### config.mk
export PLATFORM = sky130hd
export DESIGN_NAME = rcsm_top
export DESIGN_NICKNAME = d
export VERILOG_FILES = /design/src/verilog/rcsm_pkg.sv /design/src/verilog/rcsm_top.sv
export SDC_FILE = /design/constraint.sdc
export NUM_CORES = 1
export LEC_CHECK = 0
export ABC_AREA = 0
export CORE_ASPECT_RATIO = 0.6
export CORE_MARGIN = 8
export CORE_UTILIZATION = 60
export DETAILED_ROUTE_END_ITERATION = 8
export DONT_BUFFER_PORTS = 1
export PLACE_DENSITY = 0.79
export SLEW_MARGIN = 25
export SYNTH_ARGS = -nofsm -noshare
export SYNTH_HDL_FRONTEND = slang
export SYNTH_SLANG_ARGS = --single-unit
### constraint.sdc
create_clock -name clock -period 0.8 [get_ports clock]
set_input_delay 0.12 -clock clock [delete_from_list [all_inputs] [get_ports clock]]
set_output_delay 0.12 -clock clock [all_outputs]
set_load 0.01 [all_outputs]
### src/verilog/rcsm_pkg.sv
// Purpose: Constants for the reset combiner and supply monitor
// Assumes: Core clock of 50 MHz
// Notes:   Cycle counts derive from times in ns
package rcsm_pkg;
   localparam int CLK_PERIOD_NS = 20;
   // Core supply must stay low this long before power-on reset
   localparam int POR_FILT_NS   = 90;
   localparam int POR_FILT_CYC  = (POR_FILT_NS + CLK_PERIOD_NS - 1) / CLK_PERIOD_NS;
   // Latest assertion after detection
   localparam int POR_MAX_NS    = 1500;
   localparam int POR_MAX_CYC   = POR_MAX_NS / CLK_PERIOD_NS;
   // Least power-on reset pulse
   localparam int POR_HOLD_NS   = 361;
   localparam int POR_HOLD_CYC  = (POR_HOLD_NS + CLK_PERIOD_NS - 1) / CLK_PERIOD_NS;
   // Under-voltage anti-glitch filter, typical and limits
   localparam int UV_FILT_NS    = 1300;
   localparam int UV_FILT_CYC   = UV_FILT_NS / CLK_PERIOD_NS;
   localparam int UV_MIN_NS     = 800;
   localparam int UV_MIN_CYC    = (UV_MIN_NS + CLK_PERIOD_NS - 1) / CLK_PERIOD_NS;
   localparam int UV_MAX_NS     = 2000;
   localparam int UV_MAX_CYC    = UV_MAX_NS / CLK_PERIOD_NS;
   localparam int CNT_W         = 8;
   localparam int BYTE_W        = 8;
   // Serial answers
   localparam logic [BYTE_W-1:0] CMD_PATTERN = 8'hA8;
   localparam logic [BYTE_W-1:0] RESET_READ  = 8'h00;
   // Synchroniser lanes
   localparam int SY_CORE_UV = 0;
   localparam int SY_LOGIC_UV = 1;
   localparam int SY_GATE_UV = 2;
   localparam int SY_OV = 3;
   localparam int SY_N = 4;
   typedef enum logic [0:0] {RCSM_POR_WATCH, RCSM_POR_ACTIVE} rcsm_por_e;
endpackage

### src/verilog/rcsm_top.sv
// Purpose: Core reset combiner and supply monitor logic
// Assumes: Comparator outputs and reset pin are asynchronous
// Notes:   Serial side and register file sit outside this block
//
// Behaviour
// - Core reset is AND of three sources
// - Power-on reset only after 90 ns low
// - Assert within 1.5 us, hold 361 ns
// - Serial port inactive during core reset
// - Command word returns 0xA8 outside reset
// - Reads return 0x00 during core reset
// - Either supply under-voltage disables pre-drivers
// - Logic supply under-voltage sets status bit
// - Enabled logic under-voltage raises interrupt immediately
// - Logic under-voltage through 1.3 us filter
// - Over-voltage disables gate regulator until normal
// - Gate under-voltage off, filtered re-enable
// - Interrupts on active-low request pin
`timescale 1ns/10ps
module rcsm_top #(
   parameter int UV_FILT = rcsm_pkg::UV_FILT_CYC
) (
   // Clock and reset
   input  wire logic                       clock,
   input  wire logic                       sys_rst,
   // Asynchronous comparators and pin
   input  wire logic                       core_supply_2v5_uvlo,
   input  wire logic                       logic_supply_undervolt,
   input  wire logic                       gate_supply_undervolt,
   input  wire logic                       main_5v_supply_overvolt,
   input  wire logic                       external_reset_n,
   // Serial interface side, same clock
   input  wire logic                       serial_requested_reset_n,
   input  wire logic                       command_word_phase,
   input  wire logic [rcsm_pkg::BYTE_W-1:0] register_read_data,
   // Software controls, same clock
   input  wire logic                       status_clear,
   input  wire logic                       logic_uv_irq_en,
   input  wire logic                       gate_uv_irq_en,
   // Resets out
   output logic                            power_on_reset_n,
   output logic                            core_reset_n,
   // Serial answers
   output logic                            serial_active,
   output logic [rcsm_pkg::BYTE_W-1:0]     serial_return_data,
   // Supply control and status
   output logic                            predriver_enable,
   output logic                            gate_regulator_enable,
   output logic                            logic_uv_status,
   output logic                            gate_uv_status,
   output logic                            interrupt_request_n
);
   import rcsm_pkg::*;

   // Filter must fit the counter and the allowed window
   if (UV_FILT < UV_MIN_CYC || UV_FILT > UV_MAX_CYC || UV_FILT >= (1 << CNT_W)) begin : g_chk
      $error("UV_FILT outside the allowed filter window");
   end
   localparam logic [CNT_W-1:0] UV_LAST  = CNT_W'(UV_FILT - 1);
   localparam logic [CNT_W-1:0] POR_LAST = CNT_W'(POR_FILT_CYC - 1);
   localparam logic [CNT_W-1:0] HLD_LAST = CNT_W'(POR_HOLD_CYC - 1);
   localparam logic [CNT_W-1:0] CNT_ONE  = CNT_W'(1);
   localparam logic [CNT_W-1:0] CNT_ZERO = CNT_W'(0);

   logic [SY_N-1:0]   sync_meta;
   logic [SY_N-1:0]   sync_q;
   logic              core_uv;
   logic              logic_uv;
   logic              gate_uv;
   logic              ov;
   rcsm_por_e         por_state;
   rcsm_por_e         next_por_state;
   logic [CNT_W-1:0]  por_cnt;
   logic [CNT_W-1:0]  next_por_cnt;
   logic              raw_reset_n;
   logic              rst_meta;
   logic              core_rst;
   logic              lu_filt;
   logic [CNT_W-1:0]  lu_cnt;
   logic              gu_filt;
   logic [CNT_W-1:0]  gu_cnt;
   logic              lu_filt_q;
   logic              gu_filt_q;
   logic              lu_rise;
   logic              gu_rise;
   logic              next_logic_uv_status;
   logic              next_gate_uv_status;
   logic              irq_cause;
   logic [BYTE_W-1:0] next_serial_return_data;

   // Two-stage synchronisers; only stage two is read
   always_ff @(posedge clock) begin
      sync_meta <= {main_5v_supply_overvolt, gate_supply_undervolt,
                    logic_supply_undervolt, core_supply_2v5_uvlo};
      sync_q    <= sync_meta;
   end

   assign core_uv  = sync_q[SY_CORE_UV];
   assign logic_uv = sync_q[SY_LOGIC_UV];
   assign gate_uv  = sync_q[SY_GATE_UV];
   assign ov       = sync_q[SY_OV];

   // Power-on reset sequencer; glitches shorter than the filter vanish
   always_comb begin
      next_por_state = por_state;
      next_por_cnt   = por_cnt + CNT_ONE;
      case (por_state)
         RCSM_POR_WATCH: begin
            if (!core_uv) begin
               next_por_cnt = CNT_ZERO;
            end else if (por_cnt >= POR_LAST) begin
               next_por_state = RCSM_POR_ACTIVE;
               next_por_cnt   = CNT_ZERO;
            end
         end
         RCSM_POR_ACTIVE: begin
            if (por_cnt >= HLD_LAST) begin
               next_por_cnt = por_cnt;  // Saturate while supply stays low
               if (!core_uv) begin
                  next_por_state = RCSM_POR_WATCH;
                  next_por_cnt   = CNT_ZERO;
               end
            end
         end
         default: begin
            next_por_state = RCSM_POR_ACTIVE;
            next_por_cnt   = CNT_ZERO;
         end
      endcase
   end

   // Reset starts in power-on reset so the core wakes clean
   always_ff @(posedge clock) begin
      if (sys_rst) begin
         por_state        <= RCSM_POR_ACTIVE;
         por_cnt          <= CNT_ZERO;
         power_on_reset_n <= 1'b0;
      end else begin
         por_state        <= next_por_state;
         por_cnt          <= next_por_cnt;
         power_on_reset_n <= (next_por_state == RCSM_POR_WATCH);
      end
   end

   // Combined source; pin is used raw only to assert at once
   assign raw_reset_n = power_on_reset_n & external_reset_n
                        & serial_requested_reset_n;

   // Async assert, release after two clean edges
   always_ff @(posedge clock or negedge raw_reset_n) begin
      if (!raw_reset_n) begin
         rst_meta      <= 1'b0;
         core_reset_n  <= 1'b0;
         serial_active <= 1'b0;
      end else if (sys_rst) begin
         rst_meta      <= 1'b0;
         core_reset_n  <= 1'b0;
         serial_active <= 1'b0;
      end else begin
         rst_meta      <= 1'b1;
         core_reset_n  <= rst_meta;
         serial_active <= core_reset_n;
      end
   end

   assign core_rst = sys_rst | ~core_reset_n;

   // Serial answer; zero in reset so host sees no pattern
   assign next_serial_return_data = !core_reset_n      ? RESET_READ :
                                    command_word_phase ? CMD_PATTERN :
                                    register_read_data;

   always_ff @(posedge clock or negedge raw_reset_n) begin
      if (!raw_reset_n) begin
         serial_return_data <= RESET_READ;
      end else begin
         serial_return_data <= next_serial_return_data;
      end
   end

   // Symmetric anti-glitch filter on logic supply under-voltage
   always_ff @(posedge clock) begin
      if (sys_rst) begin
         lu_filt <= 1'b1;
         lu_cnt  <= CNT_ZERO;
      end else if (logic_uv == lu_filt) begin
         lu_cnt  <= CNT_ZERO;
      end else if (lu_cnt >= UV_LAST) begin
         lu_filt <= logic_uv;
         lu_cnt  <= CNT_ZERO;
      end else begin
         lu_cnt  <= lu_cnt + CNT_ONE;
      end
   end

   // Gate supply: drop at once, recover only after the filter
   always_ff @(posedge clock) begin
      if (sys_rst) begin
         gu_filt <= 1'b1;
         gu_cnt  <= CNT_ZERO;
      end else if (gate_uv) begin
         gu_filt <= 1'b1;
         gu_cnt  <= CNT_ZERO;
      end else if (gu_filt && gu_cnt >= UV_LAST) begin
         gu_filt <= 1'b0;
         gu_cnt  <= CNT_ZERO;
      end else if (gu_filt) begin
         gu_cnt  <= gu_cnt + CNT_ONE;
      end
   end

   // Sticky status; a new event beats a clear in the same cycle
   assign lu_rise = lu_filt & ~lu_filt_q;
   assign gu_rise = gu_filt & ~gu_filt_q;
   assign next_logic_uv_status = lu_rise | (logic_uv_status & ~status_clear);
   assign next_gate_uv_status  = gu_rise | (gate_uv_status & ~status_clear);
   assign irq_cause = (next_logic_uv_status & logic_uv_irq_en)
                      | (next_gate_uv_status & gate_uv_irq_en);

   always_ff @(posedge clock) begin
      if (core_rst) begin
         lu_filt_q           <= 1'b1;
         gu_filt_q           <= 1'b1;
         logic_uv_status     <= 1'b0;
         gate_uv_status      <= 1'b0;
         interrupt_request_n <= 1'b1;
      end else begin
         lu_filt_q           <= lu_filt;
         gu_filt_q           <= gu_filt;
         logic_uv_status     <= next_logic_uv_status;
         gate_uv_status      <= next_gate_uv_status;
         interrupt_request_n <= ~irq_cause;
      end
   end

   // Supply-driven enables; everything off while the core is in reset
   always_ff @(posedge clock) begin
      if (core_rst) begin
         predriver_enable      <= 1'b0;
         gate_regulator_enable <= 1'b0;
      end else begin
         predriver_enable      <= ~(lu_filt | gu_filt);
         gate_regulator_enable <= ~ov;
      end
   end

   // Checks
   localparam int A_POR_MAX = POR_MAX_CYC;
   logic [CNT_W-1:0] a_low_cnt;
   // Helper: cycles power-on reset has been low
   always_ff @(posedge clock) begin
      if (sys_rst || power_on_reset_n) begin
         a_low_cnt <= CNT_ZERO;
      end else if (a_low_cnt != {CNT_W{1'b1}}) begin
         a_low_cnt <= a_low_cnt + CNT_ONE;
      end
   end

   property p_core_and;
      @(posedge clock) disable iff (sys_rst)
         (!power_on_reset_n || !serial_requested_reset_n) |-> !core_reset_n;
   endproperty
   a_core_and: assert property (p_core_and) else $error("core reset not combined");

   property p_por_filter;
      @(posedge clock) disable iff (sys_rst)
         $fell(power_on_reset_n) |-> $past(core_uv) && $past(core_uv, POR_FILT_CYC);
   endproperty
   a_por_filter: assert property (p_por_filter) else $error("por without 90 ns low");

   property p_por_latest;
      @(posedge clock) disable iff (sys_rst)
         $rose(core_uv) |-> ##[0:A_POR_MAX] (!power_on_reset_n || !core_uv);
   endproperty
   a_por_latest: assert property (p_por_latest) else $error("por asserted too late");

   property p_por_hold;
      @(posedge clock) disable iff (sys_rst)
         $rose(power_on_reset_n) |-> $past(a_low_cnt) >= CNT_W'(POR_HOLD_CYC - 1);
   endproperty
   a_por_hold: assert property (p_por_hold) else $error("por pulse too short");

   property p_serial_quiet;
      @(posedge clock) disable iff (sys_rst)
         !core_reset_n |-> !serial_active && serial_return_data == RESET_READ;
   endproperty
   a_serial_quiet: assert property (p_serial_quiet) else $error("serial live in reset");

   property p_pattern;
      @(posedge clock) disable iff (sys_rst)
         core_reset_n && command_word_phase |=> !core_reset_n || serial_return_data == CMD_PATTERN;
   endproperty
   a_pattern: assert property (p_pattern) else $error("command pattern wrong");

   property p_predrv_off;
      @(posedge clock) disable iff (sys_rst)
         (lu_filt || gu_filt) |=> !predriver_enable;
   endproperty
   a_predrv_off: assert property (p_predrv_off) else $error("pre-drivers on in uv");

   property p_status_set;
      @(posedge clock) disable iff (core_rst)
         $rose(lu_filt) |=> logic_uv_status;
   endproperty
   a_status_set: assert property (p_status_set) else $error("status not set");

   property p_irq;
      @(posedge clock) disable iff (core_rst)
         $rose(lu_filt) && logic_uv_irq_en |=> !interrupt_request_n;
   endproperty
   a_irq: assert property (p_irq) else $error("interrupt not raised");

   property p_glitch;
      @(posedge clock) disable iff (sys_rst)
         $rose(logic_uv) && !lu_filt |-> !lu_filt[*8];
   endproperty
   a_glitch: assert property (p_glitch) else $error("uv filter too fast");

   property p_ov;
      @(posedge clock) disable iff (sys_rst)
         core_reset_n ##0 ov |=> !gate_regulator_enable;
   endproperty
   a_ov: assert property (p_ov) else $error("regulator on in over-voltage");

   property p_gate_off;
      @(posedge clock) disable iff (sys_rst)
         gate_uv |=> gu_filt ##1 !predriver_enable;
   endproperty
   a_gate_off: assert property (p_gate_off) else $error("gate uv not acted on");

   property p_sticky;
      @(posedge clock) disable iff (core_rst)
         logic_uv_status && !status_clear |=> logic_uv_status;
   endproperty
   a_sticky: assert property (p_sticky) else $error("status lost");
endmodule // rcsm_top

==> metrics.cfg, run 1 <==
[clock_tree]
htreeDepth = 2
root_buffer = clkbuf_8
cts_buffer_depth = 2
cts_made_buffers = 5
cts.sinks = 54

[place]
postPlaceCellArea_mm2 = 0.00226
hpwl_um = 3030
routabilityCongestion = 0.910
dp.cells = 247
io_buffers = 0

[yosys]
avgSynthCellArea_um2 = 10.7
synth_cell_types = 35
yosysSeqAreaShare_pct = 60.9
synth_area_mm2 = 0.00187
synthArstFlopShare_pct = 20.4
ys_ff_latch = 54
syn-instance-count = 174
synthFlopType = dfxtp_1
synth-warning-count = 0
synth_nets = 198
synth_edf_count = 0

[floorplanning]
start_util_pct = 64.2
die_w_um = 88.0
row_count = 15
io_pins = 36
die_y_um = 59.2

[sta]
worst-ep-kind = register input
worst_endpoint = por_cnt[2]$_SDFFE_PP0P_/D

[global_routing]
grt_max_degree = 19

[run_status]
stop_stage = global routing (5_1_grt)
firstError = [ERROR DPL-0038] Utilization greater than 100%, impossible to legalize
status = aborted with a tool error

==> repair_timing <==
item / CTS
resized for setup: 43
pin swaps: 21
buffers inserted: 7
hold buffers: 18
endpoints found under the hold margin: 28
setup endpoints to repair: 55
==> cell usage after synthesis (2+ instances only) <==
master	instances	area [um2]
a41oi_1	5	43.8
nand4_1	2	12.5
and2_1	6	37.5
o21a_1	3	22.5
dfrtp_1	11	275
nand3_1	8	40.0
a21oi_1	5	25.0
or3_1	3	18.8
xnor2_1	3	26.3
nand2b_1	2	12.5
nor2_1	25	93.8
ha_1	4	50.1
mux2i_1	2	20.0
xor2_1	7	61.3
and3_1	4	25.0
o21ai_0	5	25.0
nand2_1	9	33.8
nor2b_1	3	18.8
dfxtp_1	43	861
inv_1	9	33.8
==> per-stage QoR <==
step	worst slack, ns	hold slack [ns]
after floorplan	-0.413	0.0883
after global placement	-0.417	-0.0220
after detailed placement	-0.507	-0.0148
after CTS	-0.501	-0.0273
==> cell families after synthesis <==
| kind of cell | after synthesis | share of synthesized area [%] |
|---|---|---|
| AOI/OAI and AO/OA | 26 | 10.5 |
| xor gates and xnor gates | 10 | 4.69 |
| and+or+nand+nor | 67 | 18.0 |
| adders and majority gates | 4 | 2.68 |
| buffers and inverters | 10 | 2.01 |
| muxes | 2 | 1.07 |
| other | 1 | 0.201 |
| DFF | 54 | 60.9 |
==> run 2: changes to the inputs <==
--- a/config.mk
+++ b/config.mk
@@ -6,12 +6,11 @@
 export NUM_CORES = 1
 export LEC_CHECK = 0
 export ABC_AREA = 0
-export CORE_ASPECT_RATIO = 0.6
 export CORE_MARGIN = 8
-export CORE_UTILIZATION = 60
+export CORE_UTILIZATION = 40
 export DETAILED_ROUTE_END_ITERATION = 8
 export DONT_BUFFER_PORTS = 1
-export PLACE_DENSITY = 0.79
+export PLACE_DENSITY_LB_ADDON = 0.15
 export SLEW_MARGIN = 25
 export SYNTH_ARGS = -nofsm -noshare
 export SYNTH_HDL_FRONTEND = slang
==> metrics.cfg, run 2 <==
[run_status]
status = complete, but fails checks
violations = negative setup slack

[power_and_ir_drop]
p_per_area_mw_per_mm2 = 1570
leakagePower_nw = 1.21
total_power_mw = 4.59
vdd_drop_max_mv = 1.05

[sta]
clock.fmax_ghz = 0.780
fin_skew_ns = 0.00847
min_period_over_period_pct = 160
finalMaxSlewViolations = 0
hold_viol = 0
finalWorstSetupSlack_ns = -0.482
post-route-min-period_ns = 1.28
rsz0062_at_grt = yes
setup_viol = 52

[clock_tree]
cts_made_buffers = 5  ; unchanged
cts_buffer_depth = 2  ; unchanged
path_clk_slew_ns = 0.09
ctsHoldBuffers = 18  ; unchanged
root_buffer = clkbuf_8
clkLatencyLatePin_ns = 0.29
htreeDepth = 2  ; unchanged
cts_tree = done
cts.sinks = 54  ; unchanged

[yosys]
synthFlopType = dfxtp_1
avgSynthCellArea_um2 = 10.7  ; unchanged
synthArstFlopShare_pct = 20.4  ; unchanged
synth_edf_count = 0  ; unchanged
synth-warning-count = 0  ; unchanged
ys_top_cells_by_count = dfxtp_1, nor2_1, dfrtp_1, inv_1, nand2_1
ys_ff_latch = 54  ; unchanged
synthTopCellsByArea = dfxtp_1, dfrtp_1, nor2_1
yosys.area.top_type = dfxtp_1
syn-instance-count = 174  ; unchanged
synth_nets = 198  ; unchanged
yosysSeqAreaShare_pct = 60.9  ; unchanged
synth_area_mm2 = 0.00187  ; unchanged
synth_cell_types = 35  ; unchanged
post-synth-top-count-cell = dfxtp_1
synth_top_cell_area_share_pct = 46.1  ; unchanged

[cells_and_area]
final_cell_mix = buf_4, dfxtp_1, dlygate4sd3_1
drive_gt1_share_pct = 53.7
area_delta_synth_final_pct = 56.3
final_nets = 267
nFillCells = 361
n_antenna_cell = 0
final_common_cell = buf_4
design_area_mm2 = 0.00292

[critical_path]
worst-setup-path-type = flop to flop
r2r-start = por_cnt[2]
crit_required_ns = 1.03
start_kind = flop
arrival_ns = 1.51
cp-end-kind = flop
worstSetupStartpoint = por_cnt[2]
critPathMaxFanout = 5

[global_routing]
grt_max_degree = 16
grt_pass1_wl_um = 6770
antenna_found_initial = 0
gr-total-overflow = 0
grt_pass1_vias = 1444
track_usage_pct = 11.7

[detailed_routing]
via_per_inst = 4.87
drtPass1Iterations = 4
routedWlPerCell_um = 14.1
num_vias = 1451
drc_errors = 0
wl_um = 4200
ant_nets = 0
drt_iter0_markers = 40

[floorplanning]
row_count = 25  ; +10
die_w_um = 84.3  ; -4.2%
start_util_pct = 40.6  ; -24 points
die_y_um = 84.3  ; +42%
core_area_mm2 = 0.00460
die-area_mm2 = 0.00711
io_pins = 36  ; unchanged

[place]
postPlaceCellArea_mm2 = 0.00230  ; +2.0%
hpwl_um = 2970  ; -2.2%
routabilityCongestion = 0.768  ; -16%
pre_cts_slack_ns = -0.472  ; +0.0346 ns
io_buffers = 0  ; unchanged

[worst_hold_path]
min-delay-start = status_clear
hold_class = primary input to flop

[run]
cap_violations = 0

## run 2: cell counts after synthesis
Identical to the previous run, type by type.
## run 2: critical path, stage by stage, from the launching register on
cell,delay [ns]
dfxtp_2,0.34
o31ai_4,0.30
a21oi_2,0.13
or3_1,0.32
a21oi_1,0.13
## run 2: what timing repair did
item                                    in CTS  in global routing
hold endpoints to repair                    26                  1
resized for setup                           44                 37
buffers inserted                             6                  4
pin swaps                                   22                 19
endpoints found under the setup margin      56                 57
## run 2: cell type report
type / count / area, um2 / area share (%)
Clock inverter: 2 / 8.76 / 0.300
Tap cell: 54 / 67.6 / 2.32
Timing Repair Buffer: 63 / 577 / 19.8
Multi-Input combinational cell: 110 / 971 / 33.3
Sequential cell: 54 / 1190 / 40.7
Clock buffer: 6 / 72.6 / 2.49
Inverter: 9 / 33.8 / 1.16
## run 2: metal layers
layer  routed length [um]  track usage, %  up-vias  share of wire, %
met5                    0               0        -                 0
met4                   63            3.92        0               1.5
met3                  240            4.94        6               5.7
met2                 2240            20.8       35                53
met1                 1650            11.9      687                39
li1                     -               -      723                 -
## run 2: kinds of logic after synthesis
group / Yosys count / share of synthesized area, %
compound gates: 26 / 10.5
mux: 2 / 1.07
other cells: 1 / 0.201
flops: 54 / 60.9
buf+inv: 10 / 2.01
fa+ha+maj: 4 / 2.68
xor+xnor: 10 / 4.69
simple gates: 67 / 18.0
## run 2: worst paths after layout
check                           slack (ns)  cells past startpoint               endpoint
max in group asynchronous             0.25                      2  serial_return_data[6]
worst max-delay path                 -0.48                      4             por_cnt[2]
worst max register to register       -0.48                      4             por_cnt[2]
worst min-delay path                  0.03                      2         gate_uv_status
worst min register to register        0.25                      1               rst_meta
min in group asynchronous             0.22                      2               rst_meta
## run 2: stage by stage
step                      TNS [ns]  util (%)  hold WS [ns]  cells
after floorplan              -4.97         -        0.0883    174
after global placement       -6.07      50.0      -0.00771    263
after detailed placement     -7.14      50.0      -0.00526    263
after CTS                    -8.70      60.2        0.0346    295
after global routing        -10.60      63.5       0.00753    298
final                        -8.36      63.5        0.0339    298
## run 2: power by group
group	internal, mW	total, mW	switching [mW]
clock network	0.603	1.39	0.785
registers	2.75	2.82	0.0705
logic	0.220	0.379	0.159
Power figures use the tool's default switching activity.
